### src/dcch_pkg.sv
package dcch_pkg;
	// register byte offsets
	localparam logic [7:0] DCCH_CMD_OFS    = 8'h00;
	localparam logic [7:0] DCCH_STATUS_OFS = 8'h04;
	localparam logic [7:0] DCCH_REPLY_OFS  = 8'h08;
	localparam logic [7:0] DCCH_WAKE_OFS   = 8'h0c;
	localparam logic [7:0] DCCH_CTRL_OFS   = 8'h10;
	localparam logic [7:0] DCCH_PROBE_OFS  = 8'h14;

	// command word fields
	localparam int DCCH_OP_LSB    = 0;
	localparam int DCCH_HASP_BIT  = 4;
	localparam int DCCH_PARAM_LSB = 16;
	localparam int DCCH_OPT_W     = 9;

	// command codes
	typedef enum logic [3:0] {
		DCCH_OP_NOP    = 4'h0,
		DCCH_OP_MODE   = 4'h1,
		DCCH_OP_PROBE  = 4'h2,
		DCCH_OP_OPTS   = 4'h3,
		DCCH_OP_PAUSE  = 4'h4,
		DCCH_OP_RESUME = 4'h5,
		DCCH_OP_WBOOT  = 4'h6,
		DCCH_OP_ANTIR  = 4'h7,
		DCCH_OP_COMMIT = 4'h8,
		DCCH_OP_ENCF   = 4'h9
	} dcch_op_e;

	// power-up mode codes
	localparam logic [2:0] DCCH_MODE_SCL_EN  = 3'h2;
	localparam logic [2:0] DCCH_MODE_TOOL    = 3'h3;
	localparam logic [2:0] DCCH_MODE_SCL_DIS = 3'h5;

	// protocol option bit positions
	localparam int DCCH_OPT_STD    = 0;
	localparam int DCCH_OPT_ADDR   = 1;
	localparam int DCCH_OPT_ACK    = 2;
	localparam int DCCH_OPT_CSUM   = 3;
	localparam int DCCH_OPT_DUPLEX = 8;

	// non-volatile field select
	localparam int DCCH_NV_MODE = 0;
	localparam int DCCH_NV_OPTS = 1;
	localparam int DCCH_NV_RO   = 2;

	// wake-up override, probe length and queue depth
	localparam logic [7:0] DCCH_WAKE_CHAR = 8'h30;
	localparam longint     DCCH_CLK_HZ    = 100_000_000;
	localparam longint     DCCH_WAKE_MS   = 2000;
	localparam longint     DCCH_WAKE_CYC  = DCCH_WAKE_MS * DCCH_CLK_HZ / 1000;
	localparam int         DCCH_PROBE_CYC = 1000;
	localparam int         DCCH_Q_DEPTH   = 8;
endpackage

### src/dcch_handler.sv
// How it works
// - mode codes 2, 5, 3 accepted; others ignored
// - mode 3 drops host commands silently
// - two consecutive '0' chars in window force command mode
// - mode write commits to non-volatile store
// - option query without parameter returns word
// - probe drives motor at maximum rated current
// - auto probe at power-up and encoder command
// - options held as nine-bit word
// - bits 1..3 address, ack, checksum
// - bit 0 standard only if others clear
// - bit 8 selects full duplex
// - pause stops execution, queue keeps filling
// - resume executes queued commands in order
// - restart clears faults, reloads, disables drive
// - restart reloads stored, not factory, values
// - anti-resonance 0 off, 1 on, queryable
// - commit copies volatile settings to store
//
// The plain strobed port and the address map were chosen for this implementation.
module dcch_handler
	import dcch_pkg::*;
#(
	parameter int     Q_DEPTH   = dcch_pkg::DCCH_Q_DEPTH,
	parameter longint WAKE_CYC  = dcch_pkg::DCCH_WAKE_CYC,
	parameter int     PROBE_CYC = dcch_pkg::DCCH_PROBE_CYC
) (
	// clock and reset
	input  wire logic        clk_i,
	input  wire logic        rst_n_i,
	input  wire logic        ce_i,
	// register port
	input  wire logic [7:0]  addr_i,
	input  wire logic [31:0] wdata_i,
	input  wire logic        wr_i,
	input  wire logic        rd_i,
	output logic      [31:0] rdata_o,
	// non-volatile store
	input  wire logic [2:0]  nv_mode_i,
	input  wire logic [8:0]  nv_opts_i,
	input  wire logic        nv_ro_i,
	output logic             nv_wr_o,
	output logic      [2:0]  nv_sel_o,
	output logic      [2:0]  nv_mode_o,
	output logic      [8:0]  nv_opts_o,
	output logic             nv_ro_o,
	// power stage
	input  wire logic        fault_pin_i,
	input  wire logic [15:0] probe_meas_i,
	output logic             drive_en_o,
	output logic             probe_drive_o,
	output logic             anti_res_o,
	// link framing
	output logic             std_scl_o,
	output logic             addr_char_o,
	output logic             ack_en_o,
	output logic             csum_en_o,
	output logic             full_duplex_o,
	output logic             pwrup_pkt_o
);
	import dcch_pkg::*;

	localparam int QW = $clog2(Q_DEPTH);
	localparam int EW = 4 + 1 + DCCH_OPT_W;

	logic [2:0]           mode;
	logic [8:0]           opts;
	logic                 ro;
	logic                 init_done;
	logic                 scl_wake;
	logic                 wake_open;
	logic [31:0]          wake_cnt;
	logic [1:0]           zero_cnt;
	logic                 paused;
	logic                 fault;
	logic                 fault_s1;
	logic                 fault_s2;
	logic                 probe_busy;
	logic                 probe_req;
	logic [31:0]          probe_cnt;
	logic [15:0]          probe_res;
	logic [9:0]           reply;
	logic                 q_ovf;
	logic [EW-1:0]        q_mem [Q_DEPTH];
	logic [QW-1:0]        wr_ptr;
	logic [QW-1:0]        rd_ptr;
	logic [QW:0]          q_cnt;
	logic                 scl_active;
	logic                 cmd_wr;
	logic                 wboot;
	logic                 resume;
	logic                 push;
	logic                 pop;
	logic [EW-1:0]        head;
	dcch_op_e             op;
	logic                 hasp;
	logic [8:0]           prm;
	dcch_op_e             wr_op;

	function automatic logic valid_mode(input logic [8:0] v);
		return v == 9'(DCCH_MODE_SCL_EN) || v == 9'(DCCH_MODE_SCL_DIS)
			|| v == 9'(DCCH_MODE_TOOL);
	endfunction

	assign scl_active = init_done && (mode != DCCH_MODE_TOOL || scl_wake);
	assign cmd_wr     = ce_i && wr_i && addr_i == DCCH_CMD_OFS && scl_active;
	assign wr_op      = dcch_op_e'(wdata_i[DCCH_OP_LSB +: 4]);
	assign wboot      = cmd_wr && wr_op == DCCH_OP_WBOOT;
	assign resume     = cmd_wr && wr_op == DCCH_OP_RESUME;
	assign push       = cmd_wr && !wboot && !resume && q_cnt != (QW+1)'(Q_DEPTH);
	// probe blocks execution so queued commands never change settings mid-measurement; a restart still reloads them
	assign pop        = ce_i && init_done && !paused && !probe_busy && !probe_req
		&& q_cnt != '0 && !wboot;
	assign head       = q_mem[rd_ptr];
	assign op         = dcch_op_e'(head[3:0]);
	assign hasp       = head[4];
	assign prm        = head[EW-1:5];

	// pin synchroniser
	always_ff @(posedge clk_i or negedge rst_n_i) begin
		if (!rst_n_i) begin
			fault_s1 <= 1'b0;
			fault_s2 <= 1'b0;
		end else if (ce_i) begin
			fault_s1 <= fault_pin_i;
			fault_s2 <= fault_s1;
		end
	end

	// fault flag: a new fault beats the restart clear
	always_ff @(posedge clk_i or negedge rst_n_i) begin
		if (!rst_n_i) begin
			fault <= 1'b0;
		end else if (ce_i) begin
			if (fault_s2) begin
				fault <= 1'b1;
			end else if (wboot) begin
				fault <= 1'b0;
			end
		end
	end

	// command queue, in-order
	always_ff @(posedge clk_i or negedge rst_n_i) begin
		if (!rst_n_i) begin
			wr_ptr <= '0;
			rd_ptr <= '0;
			q_cnt  <= '0;
			q_ovf  <= 1'b0;
		end else if (wboot) begin
			wr_ptr <= '0;
			rd_ptr <= '0;
			q_cnt  <= '0;
			q_ovf  <= 1'b0;
		end else if (ce_i) begin
			if (push) begin
				q_mem[wr_ptr] <= {wdata_i[DCCH_PARAM_LSB +: DCCH_OPT_W],
					wdata_i[DCCH_HASP_BIT], wdata_i[3:0]};
				wr_ptr        <= (wr_ptr == QW'(Q_DEPTH - 1)) ? '0 : wr_ptr + 1'b1;
			end
			if (pop) begin
				rd_ptr <= (rd_ptr == QW'(Q_DEPTH - 1)) ? '0 : rd_ptr + 1'b1;
			end
			if (push && !pop) begin
				q_cnt <= q_cnt + 1'b1;
			end else if (pop && !push) begin
				q_cnt <= q_cnt - 1'b1;
			end
			if (cmd_wr && !wboot && !resume && !push) begin
				q_ovf <= 1'b1;
			end
		end
	end

	// pause state: a resume in the same cycle as a pause wins
	always_ff @(posedge clk_i or negedge rst_n_i) begin
		if (!rst_n_i) begin
			paused <= 1'b0;
		end else if (ce_i) begin
			if (resume || wboot) begin
				paused <= 1'b0;
			end else if (pop && op == DCCH_OP_PAUSE) begin
				paused <= 1'b1;
			end
		end
	end

	// settings, startup load and non-volatile writes
	always_ff @(posedge clk_i or negedge rst_n_i) begin
		if (!rst_n_i) begin
			mode      <= '0;
			opts      <= '0;
			ro        <= 1'b0;
			init_done <= 1'b0;
			reply     <= '0;
			nv_wr_o   <= 1'b0;
			nv_sel_o  <= '0;
			nv_mode_o <= '0;
			nv_opts_o <= '0;
			nv_ro_o   <= 1'b0;
		end else if (ce_i) begin
			nv_wr_o <= 1'b0;
			if (!init_done || wboot) begin
				mode      <= nv_mode_i;
				opts      <= nv_opts_i;
				ro        <= nv_ro_i;
				init_done <= 1'b1;
			end else if (pop) begin
				case (op)
					DCCH_OP_MODE: begin
						if (!hasp) begin
							reply <= {1'b1, 6'h0, mode};
						end else if (valid_mode(prm)) begin
							mode      <= prm[2:0];
							nv_mode_o <= prm[2:0];
							nv_sel_o  <= 3'h1 << DCCH_NV_MODE;
							nv_wr_o   <= 1'b1;
						end
					end
					DCCH_OP_OPTS: begin
						if (hasp) begin
							opts <= prm;
						end else begin
							reply <= {1'b1, opts};
						end
					end
					DCCH_OP_ANTIR: begin
						if (!hasp) begin
							reply <= {1'b1, 8'h0, ro};
						end else if (prm <= 9'h1) begin
							ro <= prm[0];
						end
					end
					DCCH_OP_COMMIT: begin
						nv_mode_o <= mode;
						nv_opts_o <= opts;
						nv_ro_o   <= ro;
						nv_sel_o  <= 3'h7;
						nv_wr_o   <= 1'b1;
					end
					default: begin
					end
				endcase
			end
		end
	end

	// motor probe: power-up, encoder command, or on demand
	always_ff @(posedge clk_i or negedge rst_n_i) begin
		if (!rst_n_i) begin
			probe_req  <= 1'b1;
			probe_busy <= 1'b0;
			probe_cnt  <= '0;
			probe_res  <= '0;
		end else if (ce_i) begin
			if (probe_req && !probe_busy && init_done) begin
				probe_req  <= 1'b0;
				probe_busy <= 1'b1;
				probe_cnt  <= 32'(PROBE_CYC - 1);
			end else if (probe_busy) begin
				if (probe_cnt == '0) begin
					probe_busy <= 1'b0;
					probe_res  <= probe_meas_i;
				end else begin
					probe_cnt <= probe_cnt - 1'b1;
				end
			end else if (pop && (op == DCCH_OP_PROBE || op == DCCH_OP_ENCF)) begin
				probe_req <= 1'b1;
			end
		end
	end

	// wake-up window for configuration-tool mode
	always_ff @(posedge clk_i or negedge rst_n_i) begin
		if (!rst_n_i) begin
			scl_wake    <= 1'b0;
			wake_open   <= 1'b0;
			wake_cnt    <= '0;
			zero_cnt    <= '0;
			pwrup_pkt_o <= 1'b0;
		end else if (ce_i) begin
			pwrup_pkt_o <= 1'b0;
			if (!init_done) begin
				wake_open   <= nv_mode_i == DCCH_MODE_TOOL;
				pwrup_pkt_o <= nv_mode_i == DCCH_MODE_TOOL;
				wake_cnt    <= 32'(WAKE_CYC - 1);
			end else if (wake_open) begin
				wake_cnt <= wake_cnt - 1'b1;
				if (wake_cnt == '0) begin
					wake_open <= 1'b0;
				end
				if (wr_i && addr_i == DCCH_WAKE_OFS) begin
					if (wdata_i[7:0] != DCCH_WAKE_CHAR) begin
						zero_cnt <= '0;
					end else if (zero_cnt == 2'h1) begin
						scl_wake  <= 1'b1;
						wake_open <= 1'b0;
					end else begin
						zero_cnt <= zero_cnt + 1'b1;
					end
				end
			end
		end
	end

	// drive enable: restart always lands disabled
	always_ff @(posedge clk_i or negedge rst_n_i) begin
		if (!rst_n_i) begin
			drive_en_o <= 1'b0;
		end else if (ce_i) begin
			if (wboot || fault) begin
				drive_en_o <= 1'b0;
			end else if (!init_done) begin
				drive_en_o <= nv_mode_i == DCCH_MODE_SCL_EN;
			end else if (wr_i && addr_i == DCCH_CTRL_OFS && scl_active) begin
				drive_en_o <= wdata_i[0];
			end
		end
	end

	// registered outputs toward power stage and link
	always_ff @(posedge clk_i or negedge rst_n_i) begin
		if (!rst_n_i) begin
			probe_drive_o <= 1'b0;
			anti_res_o    <= 1'b0;
			std_scl_o     <= 1'b0;
			addr_char_o   <= 1'b0;
			ack_en_o      <= 1'b0;
			csum_en_o     <= 1'b0;
			full_duplex_o <= 1'b0;
		end else if (ce_i) begin
			probe_drive_o <= probe_busy;
			anti_res_o    <= ro;
			std_scl_o     <= opts[DCCH_OPT_STD] && opts[8:1] == '0;
			addr_char_o   <= opts[DCCH_OPT_ADDR];
			ack_en_o      <= opts[DCCH_OPT_ACK];
			csum_en_o     <= opts[DCCH_OPT_CSUM];
			full_duplex_o <= opts[DCCH_OPT_DUPLEX];
		end
	end

	// read data, one cycle after the strobe; unmapped reads zero
	always_ff @(posedge clk_i or negedge rst_n_i) begin
		if (!rst_n_i) begin
			rdata_o <= '0;
		end else if (ce_i) begin
			rdata_o <= '0;
			if (rd_i) begin
				if (addr_i == DCCH_STATUS_OFS) begin
					rdata_o <= {9'h0, 4'(q_cnt), q_ovf, fault, scl_active, paused,
						probe_busy, drive_en_o, ro, opts, mode};
				end else if (addr_i == DCCH_REPLY_OFS) begin
					rdata_o <= {reply[9], 22'h0, reply[8:0]};
				end else if (addr_i == DCCH_PROBE_OFS) begin
					rdata_o <= {16'h0, probe_res};
				end
			end
		end
	end
endmodule

### config.mk
export PLATFORM = sky130hd
export DESIGN_NAME = dcch_handler
export DESIGN_NICKNAME = d
export VERILOG_FILES = /design/src/dcch_pkg.sv /design/src/dcch_handler.sv
export SDC_FILE = /design/constraint.sdc
export NUM_CORES = 1
export LEC_CHECK = 0
export BUFFER_PORTS_ARGS = -buffer_cell sky130_fd_sc_hd__buf_2
export CELL_PAD_IN_SITES_DETAIL_PLACEMENT = 0
export CELL_PAD_IN_SITES_GLOBAL_PLACEMENT = 1
export CORE_UTILIZATION = 40
export DETAILED_ROUTE_END_ITERATION = 7
export PLACE_DENSITY = 0.71
export SKIP_CTS_REPAIR_TIMING = 1
export SYNTH_ARGS = -nofsm -noshare
export SYNTH_HDL_FRONTEND = slang
export SYNTH_SLANG_ARGS = --single-unit
### constraint.sdc
create_clock -name clk_i -period 2.74 [get_ports clk_i]
set_clock_uncertainty 0.1 [all_clocks]
set_input_delay 0.274 -clock clk_i [delete_from_list [all_inputs] [get_ports clk_i]]
set_output_delay 0.274 -clock clk_i [all_outputs]
set_load 0.02 [all_outputs]
Yosys cells after proc, flatten, opt, wreduce, memory -nomap -nowiden:

Memories as Yosys holds them, arrays and structs flattened.
Index checks and enable logic that the tools add are counted.

* multiply operators: 0
* divide/modulo/power cells: 0
* $add $sub $neg: 7
* reductions and logical operators: 85
* multiplexer cells: 77
* order comparisons: 1
* bitwise operators: 3
* equality and inequality tests: 35
* shifts and indexed selects: 0

Operators with widths (number)
* 32-bit two-way mux: 8
* 32-bit logical NOT: 2
* 32-bit by 1-bit subtractor with 32-bit output (second input constant): 2
* 3-bit two-way mux: 15
* 1-bit two-way mux: 36
* 9-bit two-way mux: 4
* 2-bit nonzero test: 16
* 10-bit two-way mux: 3
* 10-bit one-hot mux with 3 select lines: 1
* 1-bit logical AND: 27
* 9-bit by 2-bit equality test with 1-bit output (second input constant): 2
* 2-bit AND reduction: 9
* 4-bit by 3-bit equality test with 1-bit output (second input constant): 4
* 8-bit by 4-bit equality test with 1-bit output (second input constant): 2
* 8-bit by 5-bit equality test with 1-bit output (second input constant): 2
* 8-bit logical NOT: 2
* 16-bit two-way mux: 1
* 4-bit two-way mux: 4
* 5-bit AND reduction: 3
* 2-bit inequality test (second input constant): 7
* 3-bit one-hot mux with 2 select lines: 2
* 4-bit AND reduction: 3
* 6-bit AND reduction: 2
* 9-bit by 3-bit equality test with 1-bit output (second input constant): 1
* 26 further kinds: 50

* bits in latches: 0
* logic and storage cells: 245
* RAM bits: 112
* output and inout bits: 58
* bits in registers: 183
* input bits: 75
* bits in read-only memories: 0
* memories kept: 1

Memory list
* q_mem: words 8, bits a word 14, read ports 1, clocked after Yosys merged registers in 0, wr ports 1, line dcch_handler.sv:84 `logic [EW-1:0] q_mem [Q_DEPTH];`

Logic depth before layout (Yosys ltp):

* word-level depth: 15
* depth in mapped cells: 13
* gate-level depth less buffers: 12

Worst setup path after synthesis:

OpenSTA, ideal clock, no wires.

* kind: input-to-reg
* start: input addr_i[1]
* end: register q_cnt[3]
* cell stages on the path: 13
* slack: -0.288 ns
* arrival time: 2.803 ns
* required time: 2.515 ns
* buffers on the path: 1
* setup time: 0.125 ns
* cell sequence: nor3_1 -> nand4_1 -> or4_1 -> clkbuf_1 -> nand2_1 -> nand2_1 -> ha_1 -> a21o_1 -> a21oi_1 -> nand2_1 -> mux2_2 -> a22oi_1 -> a21oi_1

* cells in the longest elaborated chain, start to end: 12
* elaborated cells between the ends (all ways): 21
* those cells by class: mux: 3; reduce/logical: 18

Ends and longest elaborated chain
* start, declared: line dcch_handler.sv:33 `input wire logic [7:0] addr_i,`
* 8-bit logical NOT *: line dcch_handler.sv:106 `assign cmd_wr = ce_i && wr_i && addr_i == DCCH_CMD_OFS && scl_active;`
* 1-bit logical AND * (2 in series): line dcch_handler.sv:106
* 1-bit logical AND: line dcch_handler.sv:108 `assign wboot = cmd_wr && wr_op == DCCH_OP_WBOOT;`
* 1-bit logical NOT: line dcch_handler.sv:110, dcch_handler.sv:113
* 1-bit logical AND (3 in series): line dcch_handler.sv:110 `assign push = cmd_wr && !wboot && !resume && q_cnt != (QW+1)'(Q_DEPTH);`
* 1-bit logical AND / 1-bit logical NOT (equally long branches): line dcch_handler.sv:164, dcch_handler.sv:166
* 4-bit two-way mux / 1-bit logical AND (equally long branches): line dcch_handler.sv:164, dcch_handler.sv:166
* 4-bit two-way mux / 3-bit nonzero test (equally long branches)
* 4-bit two-way mux / 2-bit AND reduction (equally long branches)
* end signal, assigned: line dcch_handler.sv:165 `q_cnt <= q_cnt + 1'b1;`
* end signal, assigned: line dcch_handler.sv:167 `q_cnt <= q_cnt - 1'b1;`
* end, declared: line dcch_handler.sv:87 `logic [QW:0] q_cnt;`

Mark *: on every way between the ends. The rest lies on a longest branch, timed or not. The select of a mux whose other input is x is not followed.
A chain may end at the register's enable or synchronous reset.

Final worst setup path:

* start: register mode[0]
* end: register q_cnt[3]

* cells in the longest elaborated chain, start to end: 13
* elaborated cells between the ends (all ways): 22
* those cells by class: eq/ne: 1; mux: 3; reduce/logical: 18

Ends and longest elaborated chain
* start, declared: line dcch_handler.sv:66 `logic [2:0] mode;`
* start signal, assigned: line dcch_handler.sv:204 `mode <= nv_mode_i;`
* start signal, assigned: line dcch_handler.sv:214 `mode <= prm[2:0];`
* 3-bit by 2-bit inequality test with 1-bit output *: line dcch_handler.sv:105 `assign scl_active = init_done && (mode != DCCH_MODE_TOOL || scl_wake);`
* 1-bit logical OR *: line dcch_handler.sv:105
* 1-bit logical AND *: line dcch_handler.sv:105
* 1-bit logical AND *: line dcch_handler.sv:106
* 1-bit logical AND: line dcch_handler.sv:108
* 1-bit logical NOT: line dcch_handler.sv:110, dcch_handler.sv:113
* 1-bit logical AND (3 in series): line dcch_handler.sv:110
* 1-bit logical AND / 1-bit logical NOT (equally long branches): line dcch_handler.sv:164, dcch_handler.sv:166
* 4-bit two-way mux / 1-bit logical AND (equally long branches): line dcch_handler.sv:164, dcch_handler.sv:166
* 4-bit two-way mux / 3-bit nonzero test (equally long branches)
* 4-bit two-way mux / 2-bit AND reduction (equally long branches)

Marked as above.

==> run summary <==
final setup TNS: 0 ns
unrepaired setup endpoints after global routing: yes
commonest non-fill, non-tap cell in the layout: dfrtp_1
CTS buffer count: 34
Area Overhead vs Synth: 27.2%
antenna violations before repair: 3
WL final: 31.5 mm
WL/cell: 18.8 um
Max Root-Sink Buffers: 3
clock root cell: clkbuf_16
Final Setup Violations: 0
Pleak: 6.76 nW
Yosys warning total: 0
Hold WS: 0.0184 ns
Avg Cell Area, Syn: 12.8 sq um
Power Dens Cells: 818 nW/um^2
GP Congestion: 0.776
Buffers on Ports: 109
clock latency at the later pin of the worst-skew pair: 0.51 ns
r2r worst-path depth: 12
Layout Cell Area excl Fill: 16200 sq um
pin count of the biggest net entering global routing: 131
DR iter-0 viols: 656
Final WS setup: 0.00381 ns
Fmax: 0.365 GHz
Clock transition at path regs: 0.06 ns
vias in the first global route: 8834
crit-path max FO: 2
Die X: 180 um
hold_sp: nv_opts_i[7]
fin crit share: 0.999
post-DP HPWL: 21.6 mm
Hold Violations, Final: 0
critical path data required time: 3.03 ns
share of layout cells above drive strength 1: 0.313
Yosys reg bits: 286
row count: 64
via count: 9031
H-tree Lvls: 2
Pre-antenna DRT Iters: 7
most common flop cell mapped by yosys: dfrtp_1
Mapped Area: 12700 sq um
Async SR Flop Fraction: 0.608
Synth cell types: 77
first-pass GRT wire length: 49.4 mm
startpoint types: flop
Critical Path Sink Type: flop
flop2flop setup slack: 0.004 ns
core footprint: 30900 sq um
die height: 180 um
critical path data arrival time: 3.03 ns
most frequent cells in the layout: dfrtp_1 (173), edfxtp_1 (112), buf_4 (111)
GRT Total Usage: 0.194
reg-to-reg startpoint: mode[0]
GRT overflow: 0
Critical Setup Path Class: flop to flop
WHS Endpoint: opts[7]
CTS tree: yes
vias per inst: 5.39
# clock sinks: 286
VDD IR max: 0.642 mV
Die Area: 32500 sq um
fin nets: 1339
placed cell area: 14600 sq um
minimum clock period after layout: 2.74 ns
Seq/Total Area, Yosys: 0.607
Residual DRC: 0
worst-margin pin slew: 0.756 ns
max-cap check violation count: 0
worst hold path class: input pin to flop
Setup WS pre-CTS: -0.205 ns
Slew headroom: 0.496
Antenna Nets Post-Route: 0
Starting Density: 0.412
I/O pins: 133
final slew viol count: 0
outcome: completed
reg-to-reg critical path endpoint: q_cnt[3]
Hold Path Stages: 4
Gate Count Post-Synth: 997
Post-synth EDFFs: 112
-- cell type report --
class	count	area, sq um
Fill cell	2711	14700
Sequential cell	286	7720
Multi-Input combinational cell	630	4820
Timing Repair Buffer	266	1960
Clock buffer	43	905
Tap cell	396	495
Clock inverter	17	156
Inverter	36	135
Antenna cell	2	5.00
-- worst max-delay path: stages, from the launching register on --
cell	delay [ns]
dfrtp_1	0.41
nand4bb_4	0.12
nand4_1	0.16
or4_4	0.54
nand2_4	0.08
nand2_2	0.08
ha_4	0.24
a21o_1	0.18
a21oi_2	0.14
nand2_1	0.08
mux2_2	0.28
a22oi_2	0.12
a21oi_1	0.08
-- synthesized netlist by cell type, types with 10 or more instances --
master,number,area share
edfxtp_1,112,0.26
a21oi_1,34,0.013
nand4_1,11,0.0054
nor4_1,16,0.0079
mux2i_1,25,0.020
nand3_1,26,0.010
mux4_2,28,0.050
a22oi_1,13,0.0077
nand2b_1,11,0.0054
inv_1,36,0.011
or3_1,28,0.014
buf_4,11,0.0065
o21ai_0,64,0.025
nor2_1,57,0.017
dfrtp_1,173,0.34
xor2_1,14,0.0096
clkbuf_1,24,0.0071
o2bb2ai_1,10,0.0069
nand2_1,63,0.019
mux2_2,31,0.027
o31ai_1,11,0.0065
xnor2_1,17,0.012
nor3_1,27,0.011
-- registers in the layout, indices dropped and copies added (netlist names), 4 cells and up --
| signal | flops |
|---|---|
| probe_res | 16 |
| q_mem | 112 |
| rdata_o | 24 |
| reply | 10 |
| wake_cnt | 32 |
| nv_opts_o | 9 |
| q_cnt | 4 |
| probe_cnt | 32 |
| opts | 9 |
-- how the worst max path moves through the flow --
stage / start / endpoint / cells past startpoint
final: mode[0] / q_cnt[3] / 12
after global routing: mode[1] / q_cnt[3] / 12
after CTS: mode[0] / q_cnt[3] / 12
after detailed placement: addr_i[1] / q_cnt[3] / 13
after global placement: addr_i[1] / q_cnt[3] / 13
after floorplan: mode[0] / q_cnt[3] / 13
-- layer usage --
layer / up-vias / wire length (um) / GRT usage / part of all wire
met3: 43 / 1550 / 0.0344 / 0.049
li1: 4247 / - / - / -
met5: - / 0 / 0 / 0
met4: 0 / 662 / 0.0557 / 0.021
met2: 219 / 15200 / 0.319 / 0.48
met1: 4522 / 14100 / 0.264 / 0.45
-- metrics by stage --
stage / util / power, mW / instances
5_1_grt: 0.524 / 13.9 / 1675
2_1_floorplan: - / 7.43 / 1004
4_1_cts: 0.506 / 13.1 / 1636
3_3_place_gp: 0.471 / 8.75 / 1576
3_5_place_dp: 0.471 / 8.80 / 1576
6_report: 0.524 / 13.3 / 1676
-- cells by family after synthesis --
family                     after synthesis  share of synthesized area
muxes                                   89                      0.103
xor gates and xnor gates                31                     0.0213
AOI/OAI and AO/OA                      183                     0.0943
and+or+nand+nor                        309                      0.132
DFF                                    286                      0.607
other                                    1                   0.000295
buffers and inverters                   88                     0.0324
adders and majority gates               10                     0.0104
-- where the power goes --
part / leakage, nW / switching [mW] / internal, mW / total (mW)
Clock: 0.514 / 1.75 / 2.54 / 4.29
Combinational: 3.02 / 1.81 / 1.78 / 3.59
Sequential: 3.23 / 0.454 / 4.92 / 5.37
No activity file was read; power rests on OpenSTA's default activity.
